File: src/design/sdc_pkg.sv
// Shared constants and types of the synthesizer divider configuration logic.
// Assumes one 20 MHz clock; all pins arrive synchronous to it.
package sdc_pkg;

	// ********************************************************
	// Field widths
	// ********************************************************
	localparam int SDC_M_W = 9;
	localparam int SDC_N_W = 3;
	localparam int SDC_T_W = 2;
	localparam int SDC_HALF_W = 4;

	// Serial word: select bits first, then output code, then feedback value
	typedef struct packed {
		logic [SDC_T_W-1:0] t;
		logic [SDC_N_W-1:0] n;
		logic [SDC_M_W-1:0] m;
	} sdc_cfg_t;

	localparam int SDC_CFG_W = $bits(sdc_cfg_t);
	localparam sdc_cfg_t SDC_CFG_RST = 14'h0000;

	// ********************************************************
	// Reference path and lock window
	// ********************************************************
	localparam int SDC_REF_DIV = 16;
	localparam logic [SDC_HALF_W-1:0] SDC_REF_HALF =
		SDC_HALF_W'(SDC_REF_DIV / 2);
	localparam logic [SDC_M_W-1:0] SDC_M_MIN = 9'h064;
	localparam logic [SDC_M_W-1:0] SDC_M_MAX = 9'h15E;

	// Output divider: half period in oscillator edges per code (even ratios)
	localparam logic [7:0][SDC_HALF_W-1:0] SDC_OUT_HALF = {
		4'h8, 4'h7, 4'h6, 4'h5, 4'h4, 4'h3, 4'h2, 4'h1
	};

	// ********************************************************
	// Monitor selection codes and load modes
	// ********************************************************
	localparam logic [SDC_T_W-1:0] SDC_MON_LOW = 2'h0;
	localparam logic [SDC_T_W-1:0] SDC_MON_SDATA = 2'h1;
	localparam logic [SDC_T_W-1:0] SDC_MON_FB = 2'h2;
	localparam logic [SDC_T_W-1:0] SDC_MON_OUT = 2'h3;

	typedef enum logic [2:0] {
		SDC_MODE_PAR = 3'h1,
		SDC_MODE_SHIFT = 3'h2,
		SDC_MODE_XFER = 3'h4
	} sdc_mode_t;

endpackage : sdc_pkg

File: src/design/sdc_config_top.sv
// Divider configuration logic of a reference-locked frequency synthesizer:
// parallel and serial loading, reference/feedback/output dividers, phase
// comparison and the test monitor selector.
// Assumes every pin, the serial clock and oscillator levels included, is
// synchronous to clk and changes slower than clk.
//
// Summary of operation
// Selected reference is divided by sixteen before phase comparison.
// Loop drives oscillator to twice the feedback value times divided ref.
// Output divider gives equal high and low time for every setting.
// Parallel strobe low: divider pins pass straight to the dividers.
// Parallel strobe rising: values latched until it falls or serial load.
// Tied divider pins give default settings at power-up via pass-through.
// Monitor output is low in parallel load mode.
// Host programs feedback values 100 to 350 with sixteen megahertz ref.
// Synthesized output is oscillator divided by the selected output ratio.
// Serial mode shifts one data bit per rising serial clock.
// Transfer strobe rising copies shift register into the dividers.
// Transfer strobe falling latches and holds the divider values.
// Transfer strobe high: serial data flows into dividers per clock.
// Serial word also carries two test-select bits held internally.
// Select 00 low, 01 serial data, 10 feedback out, 11 synth out.
// Divider reset clears dividers and outputs, keeps loaded values.
// Reference select high picks crystal, low picks auxiliary clock.
// Serial mode idle: parallel pins cannot alter loaded values.
// Fourteen-bit word: select, output code, feedback, MSB first.
// Latest completed load from either path sets active values.
`timescale 1ns/1ns
module sdc_config_top (
	// Clock and reset
	input wire logic clk,
	input wire logic rst_n,
	// Parallel load pins
	input wire logic parallel_strobe_n,
	input wire logic [sdc_pkg::SDC_M_W-1:0] feedback_divider_pins,
	input wire logic [sdc_pkg::SDC_N_W-1:0] output_divider_pins,
	// Serial load pins
	input wire logic serial_clock,
	input wire logic serial_data,
	input wire logic serial_load,
	// Reference and oscillator levels
	input wire logic ref_source_select,
	input wire logic ref_xtal_in,
	input wire logic ref_aux_in,
	input wire logic osc_in,
	input wire logic divider_reset_in,
	// Loop control
	output logic pump_up,
	output logic pump_dn,
	output logic ref_div_out,
	output logic fb_div_out,
	// Synthesized outputs
	output logic synth_out_a,
	output logic synth_out_a_n,
	output logic synth_out_b,
	output logic synth_out_b_n,
	// Status
	output logic test_monitor,
	output sdc_pkg::sdc_cfg_t active_cfg,
	output sdc_pkg::sdc_mode_t load_mode,
	output logic lock_range_ok
);
	import sdc_pkg::*;

	// ********************************************************
	// Input edge detection
	// ********************************************************
	logic sclk_prev_q;
	logic sload_prev_q;
	logic ref_prev_q;
	logic osc_prev_q;
	logic sclk_rise;
	logic sload_rise;
	logic ref_sel;
	logic ref_tick;
	logic osc_tick;

	always_ff @(posedge clk or negedge rst_n) begin
		if (!rst_n) begin
			sclk_prev_q <= 1'b0;
			sload_prev_q <= 1'b0;
			ref_prev_q <= 1'b0;
			osc_prev_q <= 1'b0;
		end else begin
			sclk_prev_q <= serial_clock;
			sload_prev_q <= serial_load;
			ref_prev_q <= ref_sel;
			osc_prev_q <= osc_in;
		end
	end

	assign sclk_rise = serial_clock & ~sclk_prev_q;
	assign sload_rise = serial_load & ~sload_prev_q;
	assign ref_sel = ref_source_select ? ref_xtal_in : ref_aux_in;
	assign ref_tick = ref_sel & ~ref_prev_q;
	assign osc_tick = osc_in & ~osc_prev_q;

	// ********************************************************
	// Load mode
	// ********************************************************
	sdc_mode_t mode_d;
	sdc_mode_t mode_q;

	always_comb begin
		if (!parallel_strobe_n) begin
			mode_d = SDC_MODE_PAR;
		end else if (serial_load) begin
			mode_d = SDC_MODE_XFER;
		end else begin
			mode_d = SDC_MODE_SHIFT;
		end
	end

	always_ff @(posedge clk or negedge rst_n) begin
		if (!rst_n) begin
			mode_q <= SDC_MODE_PAR;
		end else begin
			mode_q <= mode_d;
		end
	end

	assign load_mode = mode_q;

	// ********************************************************
	// Serial shift register
	// ********************************************************
	sdc_cfg_t shift_q;
	sdc_cfg_t shift_d;

	// First bit shifted lands in the top select bit after fourteen clocks
	assign shift_d = {shift_q[SDC_CFG_W-2:0], serial_data};

	always_ff @(posedge clk or negedge rst_n) begin
		if (!rst_n) begin
			shift_q <= SDC_CFG_RST;
		end else if (parallel_strobe_n && sclk_rise) begin
			shift_q <= shift_d;
		end
	end

	// ********************************************************
	// Active divider values
	// ********************************************************
	sdc_cfg_t cfg_q;

	// Parallel pass-through has top priority; a serial event overrides
	// values latched by the parallel strobe. Any other cycle holds.
	always_ff @(posedge clk or negedge rst_n) begin
		if (!rst_n) begin
			cfg_q <= SDC_CFG_RST;
		end else begin
			case (mode_d)
				SDC_MODE_PAR: begin
					cfg_q.m <= feedback_divider_pins;
					cfg_q.n <= output_divider_pins;
				end
				SDC_MODE_XFER: begin
					if (sclk_rise) begin
						cfg_q <= shift_d;
					end else if (sload_rise) begin
						cfg_q <= shift_q;
					end
				end
				SDC_MODE_SHIFT: begin
					// Strobe fall or idle: values hold
					cfg_q <= cfg_q;
				end
				default: begin
					cfg_q <= cfg_q;
				end
			endcase
		end
	end

	assign active_cfg = cfg_q;

	always_ff @(posedge clk or negedge rst_n) begin
		if (!rst_n) begin
			lock_range_ok <= 1'b0;
		end else begin
			lock_range_ok <= (cfg_q.m >= SDC_M_MIN) && (cfg_q.m <= SDC_M_MAX);
		end
	end

	// ********************************************************
	// Dividers
	// ********************************************************
	logic ref_rise;
	logic fb_rise;
	logic fb_div_n;
	logic ref_div_n;

	sdc_half_div #(.W(SDC_HALF_W)) u_ref_div (
		.clk(clk),
		.rst_n(rst_n),
		.clr(divider_reset_in),
		.tick(ref_tick),
		.half(SDC_REF_HALF),
		.div_q(ref_div_out),
		.div_n_q(ref_div_n),
		.rise_q(ref_rise)
	);

	// Toggling every M edges gives one period per 2M oscillator edges
	sdc_half_div #(.W(SDC_M_W)) u_fb_div (
		.clk(clk),
		.rst_n(rst_n),
		.clr(divider_reset_in),
		.tick(osc_tick),
		.half(cfg_q.m),
		.div_q(fb_div_out),
		.div_n_q(fb_div_n),
		.rise_q(fb_rise)
	);

	// Both outputs share one divider; every ratio is even, so the halves stay equal
	sdc_half_div #(.W(SDC_HALF_W)) u_out_div (
		.clk(clk),
		.rst_n(rst_n),
		.clr(divider_reset_in),
		.tick(osc_tick),
		.half(SDC_OUT_HALF[cfg_q.n]),
		.div_q(synth_out_a),
		.div_n_q(synth_out_a_n),
		.rise_q()
	);

	assign synth_out_b = synth_out_a;
	assign synth_out_b_n = synth_out_a_n;

	// ********************************************************
	// Phase comparison
	// ********************************************************
	// Up on reference edge, down on feedback edge, both clear when both set
	always_ff @(posedge clk or negedge rst_n) begin
		if (!rst_n) begin
			pump_up <= 1'b0;
			pump_dn <= 1'b0;
		end else if (divider_reset_in) begin
			pump_up <= 1'b0;
			pump_dn <= 1'b0;
		end else if ((pump_up | ref_rise) && (pump_dn | fb_rise)) begin
			pump_up <= 1'b0;
			pump_dn <= 1'b0;
		end else begin
			pump_up <= pump_up | ref_rise;
			pump_dn <= pump_dn | fb_rise;
		end
	end

	// ********************************************************
	// Test monitor
	// ********************************************************
	always_ff @(posedge clk or negedge rst_n) begin
		if (!rst_n) begin
			test_monitor <= 1'b0;
		end else if (mode_d == SDC_MODE_PAR) begin
			test_monitor <= 1'b0;
		end else begin
			case (cfg_q.t)
				SDC_MON_LOW: test_monitor <= 1'b0;
				SDC_MON_SDATA: test_monitor <= serial_data;
				SDC_MON_FB: test_monitor <= fb_div_out;
				SDC_MON_OUT: test_monitor <= synth_out_a;
				default: test_monitor <= 1'b0;
			endcase
		end
	end
endmodule : sdc_config_top

File: src/design/sdc_half_div.sv
// Edge-counting divider with equal high and low halves.
// Assumes tick is a one-cycle pulse per input rising edge, in the clk domain.
`timescale 1ns/1ns
module sdc_half_div #(
	parameter int W = 9
) (
	// Clock and reset
	input wire logic clk,
	input wire logic rst_n,
	// Control
	input wire logic clr,
	input wire logic tick,
	input wire logic [W-1:0] half,
	// Outputs
	output logic div_q,
	output logic div_n_q,
	output logic rise_q
);
	import sdc_pkg::*;

	logic [W-1:0] cnt_q;
	logic [W:0] cnt_next;
	logic wrap;

	if (W < 1) begin : g_chk
		$error("sdc_half_div: width must be at least one");
	end

	assign cnt_next = {1'b0, cnt_q} + (W+1)'(1);
	// A half of zero toggles every edge rather than stalling
	assign wrap = cnt_next >= {1'b0, half};

	always_ff @(posedge clk or negedge rst_n) begin
		if (!rst_n) begin
			cnt_q <= '0;
			div_q <= 1'b0;
			div_n_q <= 1'b1;
			rise_q <= 1'b0;
		end else if (clr) begin
			cnt_q <= '0;
			div_q <= 1'b0;
			div_n_q <= 1'b1;
			rise_q <= 1'b0;
		end else if (tick && wrap) begin
			cnt_q <= '0;
			div_q <= ~div_q;
			div_n_q <= div_q;
			rise_q <= ~div_q;
		end else begin
			cnt_q <= tick ? cnt_next[W-1:0] : cnt_q;
			rise_q <= 1'b0;
		end
	end

endmodule : sdc_half_div

File: config.mk
export PLATFORM = sky130hd
export DESIGN_NAME = sdc_config_top
export DESIGN_NICKNAME = d
export VERILOG_FILES = /design/src/design/sdc_pkg.sv /design/src/design/sdc_config_top.sv /design/src/design/sdc_half_div.sv
export SDC_FILE = /design/constraint.sdc
export NUM_CORES = 1
export LEC_CHECK = 0
export ABC_AREA = 1
export ABC_CLOCK_PERIOD_IN_PS = 2100
export BUFFER_PORTS_ARGS = -buffer_cell sky130_fd_sc_hd__clkbuf_2
export CAP_MARGIN = 40
export CORE_ASPECT_RATIO = 1.1
export CORE_MARGIN = 10
export CORE_UTILIZATION = 51
export DETAILED_ROUTE_END_ITERATION = 16
export PLACE_DENSITY_LB_ADDON = 0.05
export SLEW_MARGIN = 20
export SYNTH_ARGS = -nofsm -noshare
export SYNTH_HDL_FRONTEND = slang
export SYNTH_SLANG_ARGS = --single-unit
File: constraint.sdc
create_clock -name clk -period 2.1 [get_ports clk]
set_clock_uncertainty 0.1 [all_clocks]
set_input_delay 0.42 -clock clk [delete_from_list [all_inputs] [get_ports clk]]
set_output_delay 0.42 -clock clk [all_outputs]
set_load 0.02 [all_outputs]
==> results of run 1 <==
worst min path at each step:
stage | startpoint | to | slack [ns]
2_1_floorplan | rst_n | active_cfg[0] | 0.02
3_3_place_gp | rst_n | pump_up | 0.33
3_5_place_dp | u_ref_div.rise_q | pump_dn | 0.32
4_1_cts | serial_clock | sclk_prev_q | 0.09
5_1_grt | osc_in | osc_prev_q | 0.1
6_report | serial_clock | sclk_prev_q | 0.1
logic make-up after synthesis:
group           after synthesis
compound gates               80
fa+ha+maj                    19
buf+inv                      81
simple gates                167
mux                           1
xor+xnor                      9
flops                        62
per-stage QoR:
stage	util, %	hold WS [ns]	power (uW)
2_1_floorplan	-	0.0244	1890
3_3_place_gp	60.5	0.327	2100
3_5_place_dp	60.6	0.316	2120
4_1_cts	65.7	0.0868	3290
5_1_grt	67.1	0.0993	3440
6_report	67.1	0.0996	3260
power groups by stage:
stage / Combinational, uW / Sequential [uW] / Clock [uW]
floorplan: 364 / 1520 / 0
global placement: 638 / 1460 / 0
detailed placement: 651 / 1470 / 0
CTS: 667 / 1450 / 1170
global route: 756 / 1470 / 1220
finish: 661 / 1450 / 1150
registers in the layout (all words and copies together) (netlist names), 3 cells and up:
name             count
load_mode            3
shift_d             13
u_fb_div.cnt_q       9
u_ref_div.cnt_q      4
u_out_div.cnt_q      4
active_cfg          14
layout by cell type (no fill, tap or decap), types with 2 or more instances in the layout:
cell / synthesis / final
nand2_1: 93 / 86
nand2_4: 0 / 4
nand2_2: 2 / 6
clkbuf_8: 0 / 10
a21oi_1: 19 / 19
xnor2_1: 2 / 2
clkbuf_1: 9 / 2
dfstp_2: 2 / 2
bufinv_16: 0 / 2
buf_12: 0 / 2
nand3_1: 24 / 16
o21ai_1: 0 / 2
o21ai_0: 41 / 39
nand4_1: 5 / 5
xor2_2: 0 / 4
xor2_1: 7 / 3
nor2_1: 36 / 34
dfrtp_1: 60 / 59
clkinv_2: 0 / 2
a31oi_1: 14 / 14
nand3_2: 0 / 8
o21bai_1: 3 / 3
inv_1: 65 / 63
clkbuf_2: 0 / 49
nor2_4: 1 / 2
ha_1: 19 / 17
nor3_1: 2 / 2
inv_2: 0 / 2
nor2_2: 1 / 2
buf_4: 3 / 24
per-layer routing:
metal  up-vias  track usage, %  wire length [um]
met5         -               0                 0
met1      1348            17.6              3310
met4         0            6.65               163
met3        14            3.23               336
met2        70            26.0              4080
li1       1491               -                 -
worst max-delay path, stage by stage, from the launching register on:
cell	delay [ns]
dfrtp_1	0.39
ha_2	0.23
nand2_4	0.07
nor2_4	0.15
buf_4	0.13
nand3_1	0.09
xor2_1	0.22
inv_1	0.08
ha_1	0.18
o21bai_1	0.15
inv_1	0.09
nand2_4	0.08
nand2_4	0.11
nand2_1	0.06
nor2_1	0.08
layout make-up:
type,instances,area share [%]
inverters,67,6.04
multi-input cells,277,38.2
well taps,80,2.38
repair buffers,76,11.3
flip-flops and latches,62,37.0
clock buffers,12,3.45
clock inverters,4,1.67
repair_timing:
item / 4_1_cts / 5_1_grt
endpoints found under the hold margin: 16 / 0
resized for setup: 16 / 17
cloned: 1 / 0
hold buffers: 1 / 0
buffers inserted: 3 / 2
endpoints found under the setup margin: 11 / 15
pin swaps: 14 / 10
==> results.sh, run 1 <==
export IMPL_status="finished, violations left"
export IMPL_violations="negative setup slack"
export IMPL_ys_warn_count=0
export IMPL_ys_flop_type="dfrtp_1"
export IMPL_r2r_slack_ns=-0.18
export IMPL_final_antenna_net_count=0
export IMPL_antenna_found_initial=0
export IMPL_rsz0062_at_grt="true"
export IMPL_area_growth_pct=25.7
export IMPL_power_density_nw_per_um2=775
export IMPL_die_w_um=97.2
export IMPL_cts_tree="built"
export IMPL_drtIter0Drc=123
export IMPL_cts_sinks=62
export IMPL_overflow=0
export IMPL_hpwlAfterDp_um=5720
export IMPL_multi_input_area_um2=1600
export IMPL_pin_count=50
export IMPL_timing_rr_start="u_fb_div.cnt_q[1]"
export IMPL_synth_compound_area_share_pct=13.2
export IMPL_clock_fmax_ghz=0.439
export IMPL_cts_root_buf="clkbuf_8"
export IMPL_drcViolationCount=0
export IMPL_grt_pass1_wl_um=13100
export IMPL_seq_area_um2=1560
export IMPL_num_antenna_cells=0
export IMPL_ys_types=31
export IMPL_grt_pass1_vias=2901
export IMPL_die_y_um=105
export IMPL_synthMostInstantiatedCell="nand2_1"
export IMPL_timing_final_hold_violations=0
export IMPL_drive_above_1_share_pct=25.3
export IMPL_finalSetupTns_ns=-1.69
export IMPL_cap_violations=0
export IMPL_numCtsBuffers=9
export IMPL_critPathLaunch="u_fb_div.cnt_q[1]"
export IMPL_fin_cells=578
export IMPL_clock_latency_ns=0.34
export IMPL_synth_area_um2=3350
export IMPL_synthMuxAreaShare_pct=0.337
export IMPL_cp_max_fo=5
export IMPL_post_route_min_period_ns=2.28
export IMPL_p_clk_share_pct=35.3
export IMPL_core_area_um2=6270
export IMPL_placement_rows=30
export IMPL_synth_top_area_share_pct=44.9
export IMPL_synthArstFlopShare_pct=100
export IMPL_postLayoutSetupSlackWorst_ns=-0.177
export IMPL_start_util_pct=53.4
export IMPL_slew_viol_final=0
export IMPL_n_fill_cell=544
export IMPL_synth_xor_area_share_pct=2.36
export IMPL_endpoint="u_fb_div.cnt_q[0]"
export IMPL_final_nets=535
export IMPL_pre_cts_ws_ns=-0.216
export IMPL_grt_max_degree=28
export IMPL_htreeDepth=3
export IMPL_cp_arrival_ns=2.45
export IMPL_switching_share_pct=30.1
export IMPL_firstDrtPassIters=4
export IMPL_routed_wl_um=7900
export IMPL_post_synth_fa_ha_maj_area_fraction_pct=7.11
export IMPL_grt_total_usage_pct=15.1
export IMPL_die_area_um2=10200
export IMPL_setup_viol=11
export IMPL_clkSlewWorstSetupHoldPaths_ns=0.06
export IMPL_end_kind="register"
export IMPL_wl_per_cell_um=13.7
export IMPL_slew_headroom_pct=63.6
export IMPL_cp_required_ns=2.27
export IMPL_viasPerCell=5.06
export IMPL_reg2reg_to="u_fb_div.cnt_q[0]"
export IMPL_port_buffers=49
export IMPL_syn_inst=419
export IMPL_clock_path_buffers=2
export IMPL_ys_ff_latch=62
export IMPL_power_frac_seq_pct=44.4
export IMPL_yosys_top_cells_count="93 x nand2_1, 65 x inv_1, 60 x dfrtp_1"
export IMPL_syn_avg_cell_area_um2=7.98
export IMPL_placed_cell_area_um2=3800
export IMPL_yosysTopAreaCell="dfrtp_1"
export IMPL_synthTopCellsByArea="dfrtp_1 45%, nand2_1 10%, inv_1 7.3%"
export IMPL_tightest_slew_ns=0.545
export IMPL_leakagePower_uw=0.00225
export IMPL_p_int_uw=2280
export IMPL_synth_top_family_by_area="simple AND/OR/NAND/NOR gates"
export IMPL_stdcell_area_um2=4200
export IMPL_holdPathStages=1
export IMPL_vias=2923
export IMPL_period_share_pct=108
export IMPL_gp_congestion=0.804
export IMPL_peakVddDrop_mv=0.438
export IMPL_switching_power_uw=980
export IMPL_dp_cells=555
export IMPL_rr_worst_depth=14
export IMPL_synth_edf_count=0
export IMPL_synth_simple_area_share_pct=20.8
export IMPL_syn_num_nets=461
export IMPL_setup_worst_path_start_class="register"
export IMPL_yosysSeqAreaShare_pct=46.4
export IMPL_hold_path_class="in2reg"
export IMPL_path_class="reg2reg"
export IMPL_pwr_share_comb_pct=20.3
No activity file was read; power rests on OpenSTA's default activity.
==> run 2, diff against run 1 <==
--- a/config.mk
+++ b/config.mk
@@ -13,7 +13,9 @@
 export CORE_MARGIN = 10
 export CORE_UTILIZATION = 51
 export DETAILED_ROUTE_END_ITERATION = 16
+export MAX_ROUTING_LAYER = met4
 export PLACE_DENSITY_LB_ADDON = 0.05
+export REMOVE_ABC_BUFFERS = 1
 export SLEW_MARGIN = 20
 export SYNTH_ARGS = -nofsm -noshare
 export SYNTH_HDL_FRONTEND = slang
==> results.sh, run 2 (synthesis results as in run 1) <==
export IMPL_crit_path_top_delay_cell="dfrtp_2"
export IMPL_placed_cell_area_um2=3790
export IMPL_cap_violations=0
export IMPL_path_class="reg2reg"
export IMPL_die_area_um2=10200
export IMPL_cts_root_buf="clkbuf_8"
export IMPL_grt_util_met2_pct=25.0
export IMPL_leakagePower_uw=0.00221
export IMPL_grt_total_usage_pct=15.9
export IMPL_viasPerCell=5.06
export IMPL_status="finished, violations left"
export IMPL_grt_pass1_vias=2847
export IMPL_critical_path_max_stage_delay_ns=0.42
export IMPL_r2r_slack_ns=-0.13
export IMPL_htreeDepth=3
export IMPL_vias=2917
export IMPL_cp_required_ns=2.28
export IMPL_start_util_pct=53.4
export IMPL_final_cell_mix="83 x nand2_1, 61 x inv_1, 58 x dfrtp_1"
export IMPL_fin_cells=577
export IMPL_power_density_nw_per_um2=726
export IMPL_wl_per_cell_um=14.2
export IMPL_cp_max_fo=5
export IMPL_firstDrtPassIters=4
export IMPL_clkSlewWorstSetupHoldPaths_ns=0.07
export IMPL_reg2reg_to="u_fb_div.cnt_q[0]"
export IMPL_rsz0062_at_grt="true"
export IMPL_met3_usage_pct=4.22
export IMPL_port_buffers=49
export IMPL_layout_commonest_cell="nand2_1"
export IMPL_final_nets=535
export IMPL_peakVddDrop_mv=0.448
export IMPL_slew_headroom_pct=50.1
export IMPL_rr_worst_depth=18
export IMPL_period_share_pct=106
export IMPL_placement_rows=30
export IMPL_drive_above_1_share_pct=30.0
export IMPL_clock_fmax_ghz=0.448
export IMPL_crit_chain="ha_4, nand2_4, nor2_4, inv_2, nand2_2, inv_2, ha_4, nand2_4, inv_1, a21oi_2, nand2_1, nand2_1, nand2_1, nand2_2, nand2_4, nand2_4, nand2_2, nor2_1"
export IMPL_postLayoutSetupSlackWorst_ns=-0.130
export IMPL_drcViolationCount=0
export IMPL_core_area_um2=6270
export IMPL_whs_ns=-0.0122
export IMPL_clock_path_buffers=2
export IMPL_die_y_um=105
export IMPL_clock_latency_ns=0.35
export IMPL_cts_sinks=62
export IMPL_post_route_min_period_ns=2.23
export IMPL_routed_wl_um=8220
export IMPL_grt_max_degree=35
export IMPL_grt_pass1_wl_um=13300
export IMPL_cts_tree="built"
export IMPL_area_growth_pct=28.0
export IMPL_dp_cells=555
export IMPL_stdcell_area_um2=4280
export IMPL_multi_input_area_um2=1740
export IMPL_pre_cts_ws_ns=-0.200
export IMPL_numCtsBuffers=9
export IMPL_violations="negative hold slack, negative setup slack"
export IMPL_setup_viol=11
export IMPL_die_w_um=97.2
export IMPL_seq_area_um2=1560
export IMPL_timing_rr_start="u_fb_div.cnt_q[1]"
export IMPL_antenna_found_initial=0
export IMPL_cp_arrival_ns=2.41
export IMPL_end_kind="register"
export IMPL_crit_family="simple AND/OR/NAND/NOR gates"
export IMPL_tightest_slew_ns=0.748
export IMPL_crit_top_cell="nand2_4"
export IMPL_hold_path_class="in2async"
export IMPL_num_antenna_cells=0
export IMPL_largest_reg_flops=14
export IMPL_busiest_layer="met2"
export IMPL_finalSetupTns_ns=-0.929
export IMPL_pin_count=50
export IMPL_gp_congestion=0.844
export IMPL_crit_buf_inv=3
export IMPL_overflow=0
export IMPL_slew_viol_final=0
export IMPL_n_fill_cell=507
export IMPL_timing_final_hold_violations=26
export IMPL_grtUsageMet1_pct=19.0
export IMPL_drtIter0Drc=107
export IMPL_setup_worst_path_start_class="register"
export IMPL_final_antenna_net_count=0
export IMPL_hpwlAfterDp_um=5610
run 2: cell count changes in the layout (fill, tap and decap cells not counted), sizes merged:
cell / delta
buf: +1
bufinv: -2
clkinv: -1
clkinvlp: +2
dlygate4sd3: -1
run 2: report_power, final:
part / internal (uW) / switching, uW
Clock: 484 / 468
Combinational: 269 / 434
Sequential: 1340 / 115
Total: 2090 / 1020
run 2: how the worst max path moves through the flow:
stage | start | endpoint | slack [ns] | depth (start not counted)
after floorplan | u_fb_div.cnt_q[0] | u_fb_div.cnt_q[1] | 0.003 | 18
after global placement | u_fb_div.cnt_q[0] | u_fb_div.cnt_q[3] | -0.11 | 16
after detailed placement | u_fb_div.cnt_q[1] | u_fb_div.cnt_q[5] | -0.20 | 18
after CTS | u_fb_div.cnt_q[0] | u_fb_div.cnt_q[0] | -0.07 | 17
after global routing | u_fb_div.cnt_q[1] | u_fb_div.cnt_q[6] | -0.27 | 18
final | u_fb_div.cnt_q[1] | u_fb_div.cnt_q[0] | -0.13 | 18
run 2: worst register-to-register path, delay by kind of cell, from the launching register on:
kind,cells,cell delay (ns)
DFF,1,0.42
AOI/OAI and AO/OA,1,0.12
buffers and inverters,3,0.15
and+or+nand+nor,12,1.00
adders and majority gates,2,0.39
run 2: final cells by class:
type	instances	share of cell area, %
clock inverter	3	0.467
timing repair buffer	76	10.8
multi-input combinational	277	40.5
inverter	67	5.93
tap	80	2.34
sequential	62	36.3
clock buffer	12	3.62
run 2: through the flow:
| stage | hold WS [ns] | utilization (%) | total power, uW |
|---|---|---|---|
| after global routing | 0.0315 | 68.3 | 3300 |
| after floorplan | 0.0244 | - | 1860 |
| after detailed placement | 0.324 | 60.5 | 2130 |
| final | -0.0122 | 68.3 | 3110 |
| after global placement | 0.312 | 60.4 | 2120 |
| after CTS | 0.00174 | 64.9 | 3090 |
run 2: timing repair:
item                       in CTS  in global routing
buffers inserted                3                  4
pin swaps                       4                 16
resized for setup              17                 45
hold buffers                    0                  0
setup endpoints to repair      11                 17
cloned                          1                  0
run 2: metal layers:
metal  share of wire (%)  wire length [um]
met1                  44              3620
met2                  50              4110
met3                 4.1               336
met4                 1.8               145
met5                   0                 0
==> run 3, diff against run 2 <==
--- a/config.mk
+++ b/config.mk
@@ -15,6 +15,7 @@
 export DETAILED_ROUTE_END_ITERATION = 16
 export MAX_ROUTING_LAYER = met4
 export PLACE_DENSITY_LB_ADDON = 0.05
+export RECOVER_POWER = 50
 export REMOVE_ABC_BUFFERS = 1
 export SLEW_MARGIN = 20
 export SYNTH_ARGS = -nofsm -noshare
==> results.sh, run 3 (synthesis results as in run 1) <==
export IMPL_status="finished, violations left"
export IMPL_wl_per_cell_um=14.2
export IMPL_core_area_um2=6270
export IMPL_hpwlAfterDp_um=5610
export IMPL_dp_cells=555
export IMPL_cp_arrival_ns=2.42
export IMPL_slew_viol_final=0
export IMPL_switching_power_uw=1020
export IMPL_die_area_um2=10200
export IMPL_final_antenna_net_count=0
export IMPL_grt_pass1_vias=2847
export IMPL_tightest_slew_ns=1.47
export IMPL_clock_path_buffers=2
export IMPL_path_class="reg2reg"
export IMPL_leakagePower_uw=0.00219
export IMPL_drcViolationCount=0
export IMPL_pwr_share_comb_pct=22.5
export IMPL_clkSlewWorstSetupHoldPaths_ns=0.07
export IMPL_slew_headroom_pct=2.32
export IMPL_clock_latency_ns=0.35
export IMPL_final_nets=535
export IMPL_setup_worst_path_start_class="register"
export IMPL_start_util_pct=53.4
export IMPL_cts_root_buf="clkbuf_8"
export IMPL_port_buffers=49
export IMPL_area_growth_pct=27.5
export IMPL_firstDrtPassIters=4
export IMPL_drive_above_1_share_pct=28.6
export IMPL_pin_count=50
export IMPL_whs_ns=0.0961
export IMPL_clock_fmax_ghz=0.447
export IMPL_layout_commonest_cell="nand2_1"
export IMPL_largest_reg_flops=14
export IMPL_grt_pass1_wl_um=13300
export IMPL_p_int_uw=2090
export IMPL_end_kind="register"
export IMPL_peakVddDrop_mv=0.448
export IMPL_cts_tree="built"
export IMPL_drtIter0Drc=128
export IMPL_cp_max_fo=5
export IMPL_numCtsBuffers=9
export IMPL_die_y_um=105
export IMPL_timing_final_hold_violations=0
export IMPL_antenna_found_initial=0
export IMPL_placement_rows=30
export IMPL_fin_cells=577
export IMPL_period_share_pct=107
export IMPL_final_cell_mix="83 x nand2_1, 61 x inv_1, 58 x dfrtp_1"
export IMPL_routed_wl_um=8210
export IMPL_violations="negative setup slack"
export IMPL_cp_required_ns=2.28
export IMPL_grt_max_degree=35
export IMPL_htreeDepth=3
export IMPL_overflow=0
export IMPL_postLayoutSetupSlackWorst_ns=-0.138
export IMPL_viasPerCell=5.06
export IMPL_switching_share_pct=32.8
export IMPL_vias=2920
export IMPL_power_density_nw_per_um2=727
export IMPL_cts_sinks=62
export IMPL_gp_congestion=0.844
export IMPL_rsz0062_at_grt="true"
export IMPL_die_w_um=97.2
export IMPL_hold_path_class="in2reg"
export IMPL_power_frac_seq_pct=46.8
export IMPL_num_antenna_cells=0
export IMPL_grt_total_usage_pct=15.9
export IMPL_cap_violations=0
export IMPL_setup_viol=11
export IMPL_postCtsHoldBufs=0
export IMPL_post_route_min_period_ns=2.24
export IMPL_p_clk_share_pct=30.7
## run 3: changes by cell type in the layout (fill, tap and decap cells not counted)
cell / delta
buf_4: -3
clkbuf_1: +7
clkbuf_2: -4
## run 3: worst paths after layout
kind                                   startpoint                  to  slack, ns  depth (start not counted)
worst max-delay path            u_fb_div.cnt_q[1]   u_fb_div.cnt_q[0]      -0.14                         18
worst min-delay path                 serial_clock         sclk_prev_q        0.1                          1
worst max register to register  u_fb_div.cnt_q[1]   u_fb_div.cnt_q[0]      -0.14                         18
worst min register to register   u_ref_div.rise_q             pump_dn       0.33                          1
max in group asynchronous                   rst_n   u_fb_div.cnt_q[1]       0.51                          2
min in group asynchronous                   rst_n  u_out_div.cnt_q[3]       0.20                          2
## run 3: area by class of cell
class / count / area (um2)
clock buffers: 12 / 155
inverters: 67 / 254
flip-flops and latches: 62 / 1560
well taps: 80 / 100
repair buffers: 76 / 444
multi-input cells: 277 / 1740
fillers: 513 / 2000
clock inverters: 3 / 20.0
## run 3: routing by layer
layer  wire length, um  vias up  GRT usage, %
li1                  -     1484             -
met1              3610     1368          19.0
met2              4120       56          25.0
met3               330       12          4.22
met4               145        0          6.34
met5                 0        -             -
## run 3: stage by stage
stage,util (%),power [uW],cell area [um2],setup TNS [ns],setup slack (ns)
final,68.1,3100,4270,-1.10,-0.138
after global routing,68.1,3300,4270,-2.69,-0.272
after CTS,64.9,3090,4070,-0.530,-0.0693
after detailed placement,60.5,2130,3790,-1.96,-0.200
after global placement,60.4,2120,3790,-1.07,-0.111
after floorplan,-,1860,3270,0,0.00289
## run 3: worst max-delay path, cell delays in order, from the launching register on
cell     delay [ns]
dfrtp_2        0.42
ha_4           0.17
nand2_4        0.07
nor2_4         0.14
inv_2          0.05
nand2_2        0.08
inv_2          0.06
ha_4           0.22
nand2_4        0.06
inv_1          0.05
a21oi_2        0.12
nand2_1        0.06
nand2_1        0.05
nand2_1        0.05
nand2_2        0.09
nand2_4        0.10
nand2_4        0.12
nand2_2        0.07
nor2_1         0.10
## run 3: power groups by stage
| stage | Clock (uW) | Combinational [uW] | Sequential (uW) |
|---|---|---|---|
| 2_1_floorplan | 0 | 320 | 1540 |
| 3_3_place_gp | 0 | 648 | 1470 |
| 3_5_place_dp | 0 | 654 | 1470 |
| 4_1_cts | 965 | 669 | 1450 |
| 5_1_grt | 1030 | 794 | 1470 |
| 6_report | 951 | 699 | 1450 |
## run 3: what timing repair did
action                                  CTS  global route
gates resized for setup                  17            45
pin swaps                                 4            16
cloned                                    1             0
endpoints found under the setup margin   11            17
buffers inserted                          3             4
